<file path="src/verilog/adcf_map.vh">
// register offsets, field positions, reset values and timing constants of the converter control block
`ifndef ADCF_MAP_VH
`define ADCF_MAP_VH
// register offsets (index on the plain register port)
`define ADCF_OFS_CONTROL      3'h0
`define ADCF_OFS_REF_CFG      3'h1
`define ADCF_OFS_TIMING_CFG   3'h2
`define ADCF_OFS_RESULT_HIGH  3'h3
`define ADCF_OFS_RESULT_LOW   3'h4
`define ADCF_OFS_STATUS       3'h5
// control register fields
`define ADCF_CTL_ENABLE       0
`define ADCF_CTL_START        1
`define ADCF_CTL_CHAN_LSB     2
// reference config fields
`define ADCF_REF_NEG_LSB      0
`define ADCF_REF_POS_LSB      2
`define ADCF_REF_MASK         8'h0f
// positive reference codes
`define ADCF_POS_SUPPLY       2'h0
`define ADCF_POS_EXT_PIN      2'h1
`define ADCF_POS_FIXED        2'h2
// negative reference codes
`define ADCF_NEG_GROUND       2'h0
`define ADCF_NEG_EXT_PIN      2'h1
// timing config fields
`define ADCF_TIM_JUSTIFY      7
`define ADCF_TIM_ACQ_LSB      3
`define ADCF_TIM_CLK_LSB      0
`define ADCF_TIM_MASK         8'hbf
// reset values
`define ADCF_RST_REF          8'h00
`define ADCF_RST_TIMING       8'h00
// timing: conversion periods per conversion, gap after conversion
`define ADCF_RESULT_BITS      10
`define ADCF_GAP_PERIODS      2
// internal rc clock: nominal 600 kHz; system clock 25 MHz
`define ADCF_RC_FREQ_KHZ      600
`define ADCF_SYS_FREQ_KHZ     25000
// one instruction cycle is four system clocks
`define ADCF_INSTR_CLOCKS     4
// last counts of the one-instruction hold and of the gap, sized for their 2-bit counters
`define ADCF_HOLD_LAST        2'h3
`define ADCF_GAP_LAST         2'h1
`endif

</file>
<file path="src/verilog/adcf_tick_gen.v">
// conversion clock period tick generator: system clock divider or internal rc source
`timescale 1ns/1ps
`default_nettype none
`include "adcf_map.vh"
module adcf_tick_gen
#(
  parameter RC_DIV = (`ADCF_SYS_FREQ_KHZ / `ADCF_RC_FREQ_KHZ)
)
(
  input  wire       clock,
  input  wire       arst_n,
  input  wire       run,
  input  wire [2:0] clk_sel,
  output reg        tick
);
  reg  [6:0] count;
  reg  [6:0] limit;
  // rc ratio minus one, kept 32 bits wide so the cut to 7 bits below is deliberate
  localparam [31:0] RC_LAST = RC_DIV - 1;

  // divide ratio minus one; codes 011 and 111 pick the rc rate, which the
  // model approximates from the system clock since there is no second domain
  always @*
  begin
    case (clk_sel)
      3'h0:    limit = 7'h01;
      3'h1:    limit = 7'h07;
      3'h2:    limit = 7'h1f;
      3'h4:    limit = 7'h03;
      3'h5:    limit = 7'h0f;
      3'h6:    limit = 7'h3f;
      default: limit = RC_LAST[6:0];
    endcase
  end

  // free count while running; restarts so each period is whole
  always @(posedge clock or negedge arst_n)
  begin
    if (!arst_n)
    begin
      count <= 7'h00;
      tick  <= 1'b0;
    end
    else if (!run)
    begin
      count <= 7'h00;
      tick  <= 1'b0;
    end
    else if (count >= limit)
    begin
      count <= 7'h00;
      tick  <= 1'b1;
    end
    else
    begin
      count <= count + 7'h01;
      tick  <= 1'b0;
    end
  end
endmodule
`default_nettype wire

</file>
<file path="src/verilog/adcf_core.v">
// converter control, sequencing and result formatting of the 10-bit approximation converter
//
// Operation
// positive reference: supply, external pin, fixed
// negative reference: ground or external pin
// reference config upper nibble reads zero
// bit 7 picks justification; bit 6 zero
// acquisition delay codes 0..20 periods
// sample channel for delay, then convert
// clock divider codes 2,8,32,4,16,64
// codes 011 and 111 pick rc clock
// rc clock delays start one instruction
// left: high byte holds bits 9..2
// left: low byte bits 7,6 hold 1..0
// right: high byte bits 1,0 hold 9..8
// right: low byte holds bits 7..0
// software allows acquisition before starting conversion
// discharge sampling capacitor after every conversion
// completion clears start, sets flag, writes result
// early clear aborts; fill with last bit
// wait two periods before next acquisition
// configuration resets to zero
//
// The register offsets and the plain strobed port were left to the implementer.
`timescale 1ns/1ps
`default_nettype none
`include "adcf_map.vh"
module adcf_core
#(
  parameter RC_DIV = (`ADCF_SYS_FREQ_KHZ / `ADCF_RC_FREQ_KHZ)
)
(
  input  wire       clock,
  input  wire       arst_n,
  input  wire [2:0] reg_addr,
  input  wire [7:0] reg_wdata,
  input  wire       reg_write,
  input  wire       reg_read,
  output reg  [7:0] reg_rdata,
  input  wire       comp_in,
  output reg  [1:0] pos_ref_sel,
  output reg  [1:0] neg_ref_sel,
  output reg  [3:0] chan_sel,
  output reg        sample_connect,
  output reg        sample_discharge,
  output reg  [9:0] dac_code,
  output reg        conv_done_flag
);
  // ----------------------------------------------------------------------
  // states
  // ----------------------------------------------------------------------
  localparam [5:0] ST_IDLE  = 6'h01;
  localparam [5:0] ST_HOLD  = 6'h02;
  localparam [5:0] ST_ACQ   = 6'h04;
  localparam [5:0] ST_CONV  = 6'h08;
  localparam [5:0] ST_DISCH = 6'h10;
  localparam [5:0] ST_GAP   = 6'h20;
  // ----------------------------------------------------------------------
  // storage and wires
  // ----------------------------------------------------------------------
  reg  [7:0] reference_config;
  reg  [7:0] timing_format_config;
  reg  [7:0] result_high_byte;
  reg  [7:0] result_low_byte;
  reg        conv_enable;
  reg        start_busy;
  reg  [5:0] state;
  reg  [4:0] acq_count;
  reg  [4:0] acq_target;
  reg  [3:0] bit_index;
  reg  [9:0] sar;
  reg  [1:0] gap_count;
  reg  [1:0] hold_count;
  reg        comp_meta;
  reg        comp_sync;
  reg  [9:0] next_result;
  reg  [9:0] filled;
  reg        last_bit;
  wire       tick;
  wire       tick_run;
  wire [2:0] clk_code;
  wire       rc_clock_sel;
  wire       sw_clear_start;
  wire       sw_set_start;
  wire       finish;
  wire       abort;
  assign clk_code       = timing_format_config[`ADCF_TIM_CLK_LSB +: 3];
  assign rc_clock_sel   = (clk_code[1:0] == 2'h3);
  assign sw_set_start   = reg_write && (reg_addr == `ADCF_OFS_CONTROL) && reg_wdata[`ADCF_CTL_START];
  assign sw_clear_start = reg_write && (reg_addr == `ADCF_OFS_CONTROL) && !reg_wdata[`ADCF_CTL_START];
  assign finish         = (state == ST_CONV) && tick && (bit_index == 4'h0);
  assign abort          = (state == ST_ACQ || state == ST_CONV || state == ST_HOLD) && sw_clear_start;
  assign tick_run       = (state != ST_IDLE) && (state != ST_HOLD);
  adcf_tick_gen #(.RC_DIV(RC_DIV)) u_tick
  (
    .clock   (clock),
    .arst_n  (arst_n),
    .run     (tick_run),
    .clk_sel (clk_code),
    .tick    (tick)
  );
  // ----------------------------------------------------------------------
  // comparator input comes from the analog side, so synchronise it
  // ----------------------------------------------------------------------
  always @(posedge clock or negedge arst_n)
  begin
    if (!arst_n)
    begin
      comp_meta <= 1'b0;
      comp_sync <= 1'b0;
    end
    else
    begin
      comp_meta <= comp_in;
      comp_sync <= comp_meta;
    end
  end
  // acquisition delay decode in conversion periods
  always @*
  begin
    case (timing_format_config[`ADCF_TIM_ACQ_LSB +: 3])
      3'h0:    acq_target = 5'd0;
      3'h1:    acq_target = 5'd2;
      3'h2:    acq_target = 5'd4;
      3'h3:    acq_target = 5'd6;
      3'h4:    acq_target = 5'd8;
      3'h5:    acq_target = 5'd12;
      3'h6:    acq_target = 5'd16;
      default: acq_target = 5'd20;
    endcase
  end
  // ----------------------------------------------------------------------
  // partial result: unconverted bits copy the last bit decided
  // ----------------------------------------------------------------------
  genvar gi;
  generate
    for (gi = 0; gi < 10; gi = gi + 1)
    begin : g_fill
      always @*
      begin
        if (gi <= bit_index)
          filled[gi] = last_bit;
        else
          filled[gi] = sar[gi];
      end
    end
  endgenerate
  // last decided bit is the one just above the current trial bit
  always @*
  begin
    if (state != ST_CONV || bit_index == 4'h9)
      last_bit = sar[9];
    else
      last_bit = sar[bit_index + 4'h1];
  end
  // result value as it will be stored, full or partial
  always @*
  begin
    if (finish)
      next_result = {sar[9:1], comp_sync};
    else
      next_result = filled;
  end

  // ----------------------------------------------------------------------
  // configuration registers; a write only stores the implemented bits
  // ----------------------------------------------------------------------
  always @(posedge clock or negedge arst_n)
  begin
    if (!arst_n)
    begin
      reference_config     <= `ADCF_RST_REF;
      timing_format_config <= `ADCF_RST_TIMING;
      conv_enable          <= 1'b0;
      chan_sel             <= 4'h0;
    end
    else if (reg_write)
    begin
      case (reg_addr)
        `ADCF_OFS_CONTROL:
        begin
          conv_enable <= reg_wdata[`ADCF_CTL_ENABLE];
          chan_sel    <= reg_wdata[`ADCF_CTL_CHAN_LSB +: 4];
        end
        `ADCF_OFS_REF_CFG:    reference_config     <= reg_wdata & `ADCF_REF_MASK;
        `ADCF_OFS_TIMING_CFG: timing_format_config <= reg_wdata & `ADCF_TIM_MASK;
        default:              reference_config     <= reference_config;
      endcase
    end
  end
  // reference select outputs follow the stored codes; reserved codes pass through
  always @(posedge clock or negedge arst_n)
  begin
    if (!arst_n)
    begin
      pos_ref_sel <= `ADCF_POS_SUPPLY;
      neg_ref_sel <= `ADCF_NEG_GROUND;
    end
    else
    begin
      pos_ref_sel <= reference_config[`ADCF_REF_POS_LSB +: 2];
      neg_ref_sel <= reference_config[`ADCF_REF_NEG_LSB +: 2];
    end
  end

  // ----------------------------------------------------------------------
  // sequencer: hold, acquire, convert, discharge, gap
  // ----------------------------------------------------------------------
  always @(posedge clock or negedge arst_n)
  begin
    if (!arst_n)
    begin
      state      <= ST_IDLE;
      start_busy <= 1'b0;
      acq_count  <= 5'h00;
      bit_index  <= 4'h9;
      sar        <= 10'h000;
      gap_count  <= 2'h0;
      hold_count <= 2'h0;
    end
    else if (abort)
    begin
      start_busy <= 1'b0;
      state      <= ST_DISCH;
    end
    else
    begin
      case (state)
        ST_IDLE:
        begin
          if (sw_set_start && (conv_enable || reg_wdata[`ADCF_CTL_ENABLE]))
          begin
            start_busy <= 1'b1;
            acq_count  <= 5'h00;
            hold_count <= 2'h0;
            state      <= rc_clock_sel ? ST_HOLD : ST_ACQ;
          end
        end
        ST_HOLD:
        begin
          // give software one instruction to reach sleep
          hold_count <= hold_count + 2'h1;
          if (hold_count == `ADCF_HOLD_LAST)
            state <= ST_ACQ;
        end
        ST_ACQ:
        begin
          if (acq_count >= acq_target)
          begin
            bit_index <= 4'h9;
            sar       <= 10'h200;
            state     <= ST_CONV;
          end
          else if (tick)
            acq_count <= acq_count + 5'h01;
        end
        ST_CONV:
        begin
          if (tick)
          begin
            sar[bit_index] <= comp_sync;
            if (bit_index == 4'h0)
            begin
              start_busy <= 1'b0;
              state      <= ST_DISCH;
            end
            else
            begin
              bit_index          <= bit_index - 4'h1;
              sar[bit_index - 1] <= 1'b1;
            end
          end
        end
        ST_DISCH:
        begin
          gap_count <= 2'h0;
          state     <= ST_GAP;
        end
        ST_GAP:
        begin
          if (tick)
          begin
            gap_count <= gap_count + 2'h1;
            if (gap_count == `ADCF_GAP_LAST)
              state <= ST_IDLE;
          end
        end
        default: state <= ST_IDLE;
      endcase
    end
  end
  // ----------------------------------------------------------------------
  // result registers: hardware store on finish or on an abort during conversion, else software write
  // ----------------------------------------------------------------------
  always @(posedge clock or negedge arst_n)
  begin
    if (!arst_n)
    begin
      result_high_byte <= 8'h00;
      result_low_byte  <= 8'h00;
    end
    else if (finish || abort && state == ST_CONV)
    begin
      if (timing_format_config[`ADCF_TIM_JUSTIFY])
      begin
        result_high_byte <= {6'h00, next_result[9:8]};
        result_low_byte  <= next_result[7:0];
      end
      else
      begin
        result_high_byte <= next_result[9:2];
        result_low_byte  <= {next_result[1:0], 6'h00};
      end
    end
    else if (reg_write && reg_addr == `ADCF_OFS_RESULT_HIGH)
      result_high_byte <= reg_wdata;
    else if (reg_write && reg_addr == `ADCF_OFS_RESULT_LOW)
      result_low_byte <= reg_wdata;
  end
  // done flag: hardware set wins over a software clear in the same cycle
  always @(posedge clock or negedge arst_n)
  begin
    if (!arst_n)
      conv_done_flag <= 1'b0;
    else if (finish)
      conv_done_flag <= 1'b1;
    else if (reg_write && reg_addr == `ADCF_OFS_STATUS && reg_wdata[0])
      conv_done_flag <= 1'b0;
  end
  // analog side controls
  always @(posedge clock or negedge arst_n)
  begin
    if (!arst_n)
    begin
      sample_connect   <= 1'b0;
      sample_discharge <= 1'b0;
      dac_code         <= 10'h000;
    end
    else
    begin
      sample_connect   <= conv_enable && (state == ST_IDLE || state == ST_HOLD || state == ST_ACQ);
      sample_discharge <= (state == ST_DISCH);
      dac_code         <= sar;
    end
  end

  // ----------------------------------------------------------------------
  // read port: data one cycle after the strobe; unmapped reads zero
  // ----------------------------------------------------------------------
  always @(posedge clock or negedge arst_n)
  begin
    if (!arst_n)
      reg_rdata <= 8'h00;
    else if (reg_read)
    begin
      case (reg_addr)
        `ADCF_OFS_CONTROL:     reg_rdata <= {2'h0, chan_sel, start_busy, conv_enable};
        `ADCF_OFS_REF_CFG:     reg_rdata <= reference_config;
        `ADCF_OFS_TIMING_CFG:  reg_rdata <= timing_format_config;
        `ADCF_OFS_RESULT_HIGH: reg_rdata <= result_high_byte;
        `ADCF_OFS_RESULT_LOW:  reg_rdata <= result_low_byte;
        `ADCF_OFS_STATUS:      reg_rdata <= {7'h00, conv_done_flag};
        default:               reg_rdata <= 8'h00;
      endcase
    end
    else
      reg_rdata <= 8'h00;
  end
endmodule
`default_nettype wire

</file>
<file path="config.mk">
export PLATFORM = sky130hd
export DESIGN_NAME = adcf_core
export DESIGN_NICKNAME = d
export VERILOG_FILES = /design/src/verilog/adcf_tick_gen.v /design/src/verilog/adcf_core.v
export VERILOG_INCLUDE_DIRS = /design/src /design/src/verilog
export SDC_FILE = /design/constraint.sdc
export NUM_CORES = 1
export LEC_CHECK = 0
export BUFFER_PORTS_ARGS = -buffer_cell sky130_fd_sc_hd__buf_2
export CAP_MARGIN = 20
export CELL_PAD_IN_SITES_DETAIL_PLACEMENT = 2
export CELL_PAD_IN_SITES_GLOBAL_PLACEMENT = 2
export CORE_MARGIN = 4
export CORE_UTILIZATION = 43
export CTS_BUF_LIST = sky130_fd_sc_hd__clkbuf_8
export DETAILED_ROUTE_END_ITERATION = 10
export PLACE_DENSITY = 0.9
export SLEW_MARGIN = 20
export SYNTH_ARGS = -nofsm -noshare
export SYNTH_HDL_FRONTEND = slang
export SYNTH_SLANG_ARGS = --single-unit
</file>
<file path="constraint.sdc">
create_clock -name clock -period 7.75 [get_ports clock]
set_input_delay 0.3875 -clock clock [delete_from_list [all_inputs] [get_ports clock]]
set_output_delay 0.3875 -clock clock [all_outputs]
set_load 0.02 [all_outputs]
</file>
==> metrics <==
critical path, cell by cell inv_1, ha_1, or4bb_1, a21oi_1, nand2_1, o32ai_1, a21oi_1; Setup Fix Bufs, Post-CTS 0; GRT Resource Usage Total around 29%; DP Cell Count 773; internal power 1.16 mW; Seq/Total Area, Yosys 43.0%; num rows 41; fillers 1362; met3 wire length 986 µm; die area 15000 µm²; worst setup margin 4.06 ns; CORE AREA roughly 13000 µm²; GP Congestion ~0.86; Ys Warns 0; max incr delay on CP 0.84 ns; power share of the clock group 20.7%; top_reg_cell synth dfrtp_1; HP Class input pin to flip-flop; switching part of the total 44.1%; routed vias 5059; non-filler cells, final 790; nets about 650; FFs w/ async S/R, synth 100%; Initial Utilization 44.4%; number of global-route vias before repair 5764; Vias/cell 6.40; Pleak 2.73 nW; Multi-input gate area 3010 µm²; Syn Inst Count 590; Synth Area per Inst 9.58 µm²; Worst Path Required approximately 8 ns; Worst Setup Path Type flip-flop to flip-flop; Switch Pwr 0.914 mW; sum of buffers and inverters on the critical path 1; flops & latches, synth 97; Final HPWL DP 14.7 mm; CP Capture Type flip-flop; clock tree buffer depth 2; Netlist Area Pre-Place 5650 µm²; ratio of cells with drive above 1 in the final layout 15.9%; register area about 2400 µm²; clock skew 0.0203 ns; CTS Buf Count 9; Worst-path clk slew about 0.11 ns; Routed WL around 21 mm; DRT met1 WL 8.27 mm; Crit Path Max Fanout 16; Slew Viols, Final 0; initial antenna violation count 0; DP Worst Slack between 4 and 5 ns; clk sinks 97; status completed; Max Fclk 271 MHz; setup tns final 0 ns; Antenna Diode Count 0; relative slew slack 30.0%; gr ovfl total 0; Peak VDD IR 0.180 mV; CTS tree done; initial drt markers approximately 360; first-pass GRT wire length 32.9 mm; remaining antenna violation count 0; Die Span Y about 120 µm; WL per Instance around 26 µm; WP data arrival 3.97 ns; total I/O pin count 45; delay-heaviest family, CP compound AO/OA/AOI/OAI gates; Crit-path slowest cell a21oi_1; sequential fraction of design power 39.7%; RSZ-0062 raised after global routing false; Post-route DRC 0; clk root buf clkbuf_8; startpoint types flip-flop; Top Metal Used met4; Worst-Skew Late Latency 0.41 ns; Area Overhead vs Synth 10.2%; Worst-Margin Slew 1.05 ns; routed wl met2 10.9 mm; Mapped Nets between 600 and 700; Die Width 123 µm; post-route clock period utilization a little under half; number of flops mapped to enable cells by yosys 0; max_cap viols 0; share of total power in combinational logic 39.6%; Port-buffer cells 44; First-pass DRT Iterations 4; Synth cell types 68; Tmin final between 3 and 4 ns; final-report setup violation count 0; most used cell, CP a21oi_1; H-tree depth 3; pin count of the biggest net entering global routing 81; Final Hold Viols 0; power density over the cells 332 nW/µm²
==> power groups by stage <==
stage | logic, mW | clock network (mW) | registers (mW)
6_report | 0.819 | 0.429 | 0.822
3_3_place_gp | 0.728 | 0 | 0.807
5_1_grt | 0.892 | 0.458 | 0.840
3_5_place_dp | 0.789 | 0 | 0.822
4_1_cts | 0.813 | 0.432 | 0.816
2_1_floorplan | 0.562 | 0 | 0.750
==> repair_timing <==
| item | CTS | global route |
|---|---|---|
| hold buffers | 1 | 0 |
| gates resized for setup | 0 | 0 |
| endpoints found under the setup margin | 0 | 0 |
| endpoints found under the hold margin | 17 | 0 |
==> flip-flops by register name, summed over array words and instances (netlist names), 5 cells and up <==
name / flops
timing_format_config: 7
reg_rdata: 8
dac_code: 10
result_low_byte: 8
result_high_byte: 8
u_tick.count: 7
sar: 10
state: 6
acq_count: 5
==> worst register-to-register path, cell delays in order, from the launching register on <==
cell and delay (ns):
dfrtp_1 0.53, inv_1 0.22, ha_1 0.54, or4bb_1 0.62, a21oi_1 0.84, nand2_1 0.37, o32ai_1 0.36, a21oi_1 0.10
==> logic make-up (layout without fill, tap and decap cells) <==
group,Yosys count,after routing,share of synthesized area [%]
buffers and inverters,52,80,3.81
flip-flops,97,97,43.0
AND/OR/NAND/NOR,198,198,18.5
AO/OA/AOI/OAI,169,169,19.9
adder cells (fa/ha/maj),22,22,4.87
multiplexers,44,44,8.67
XOR/XNOR,8,8,1.24
==> synthesized netlist by cell type, types with 3 or more instances <==
cell	number	area, µm²
dfrtp_1	94	2350
o21ai_1	3	15.0
nand3_1	27	135
a31oi_1	11	68.8
and2_1	10	62.6
nand2b_1	10	62.6
nor2_1	35	131
o32ai_1	4	35.0
a32oi_1	3	26.3
buf_2	4	20.0
mux2i_1	22	220
buf_1	3	11.3
o22a_1	6	52.6
xor2_1	4	35.0
o211ai_1	6	45.0
clkbuf_1	28	105
a21o_1	7	52.6
xnor2_1	4	35.0
o22ai_1	9	56.3
inv_1	15	56.3
mux2_2	20	225
a21oi_1	26	130
a211oi_1	5	37.5
nand2_1	48	180
a2bb2oi_1	4	35.0
dfstp_2	3	78.8
o21ai_0	38	190
nor4_1	3	18.8
or3_1	7	43.8
nor2b_1	9	56.3
nand4b_1	4	35.0
nand4_1	3	18.8
o31ai_1	8	60.1
a221oi_1	6	52.6
nor3_1	15	75.1
ha_1	22	275
a21boi_0	6	45.0
a22oi_1	9	67.6
and3_1	9	56.3
==> metal layers <==
layer  global-route usage [%]  up-vias
met4                     13.6        0
met3                     6.22       59
met1                     32.9     2615
met5                        0        -
met2                     51.5      153
li1                         -     2232
==> worst paths after layout <==
path                                               start  cells after the start                              end  slack, ns
worst min-delay path                             comp_in                      1              comp_meta$_DFF_PN0_       0.09
min in group asynchronous                         arst_n                      2        u_tick.count[6]$_DFF_PN0_       0.40
worst max-delay path            bit_index[1]$_DFFE_PN0P_                      7  result_high_byte[0]$_DFFE_PN0P_       4.06
worst min register to register       comp_meta$_DFF_PN0_                      0              comp_sync$_DFF_PN0_       0.36
max in group asynchronous                         arst_n                      3         bit_index[1]$_DFFE_PN0P_       6.31
worst max register to register  bit_index[1]$_DFFE_PN0P_                      7  result_high_byte[0]$_DFFE_PN0P_       4.06
==> per-stage QoR <==
step / total power [mW] / instance area, µm² / util (%) / hold slack, ns
floorplan: 1.31 / 5650 / - / 0.0919
global placement: 1.54 / 5960 / 46.9 / 0.264
CTS: 2.06 / 6220 / 48.9 / 0.0731
finish: 2.07 / 6230 / 49.0 / 0.0867
global route: 2.19 / 6230 / 49.0 / 0.0658
detailed placement: 1.61 / 5960 / 46.9 / 0.273
==> area by class of cell <==
cell class	count	share of cell area, %
clock buffer	10	2.21
clock inverter	6	1.83
inverter	15	0.904
multi-input combinational	441	48.3
sequential	97	39.0
tap	172	3.46
timing repair buffer	49	4.28
==> cells in the final DEF, fill, tap and decap left out, types with 15 or more instances in the layout <==
| cell type | n |
|---|---|
| mux2i_1 | 22 |
| a21oi_1 | 26 |
| nand2_1 | 48 |
| ha_1 | 22 |
| nor3_1 | 15 |
| mux2_2 | 20 |
| inv_1 | 15 |
| nor2_1 | 35 |
| nand3_1 | 27 |
| dfrtp_1 | 94 |
| buf_2 | 43 |
| o21ai_0 | 38 |
Note: power is estimated with default switching activity, not from simulation.
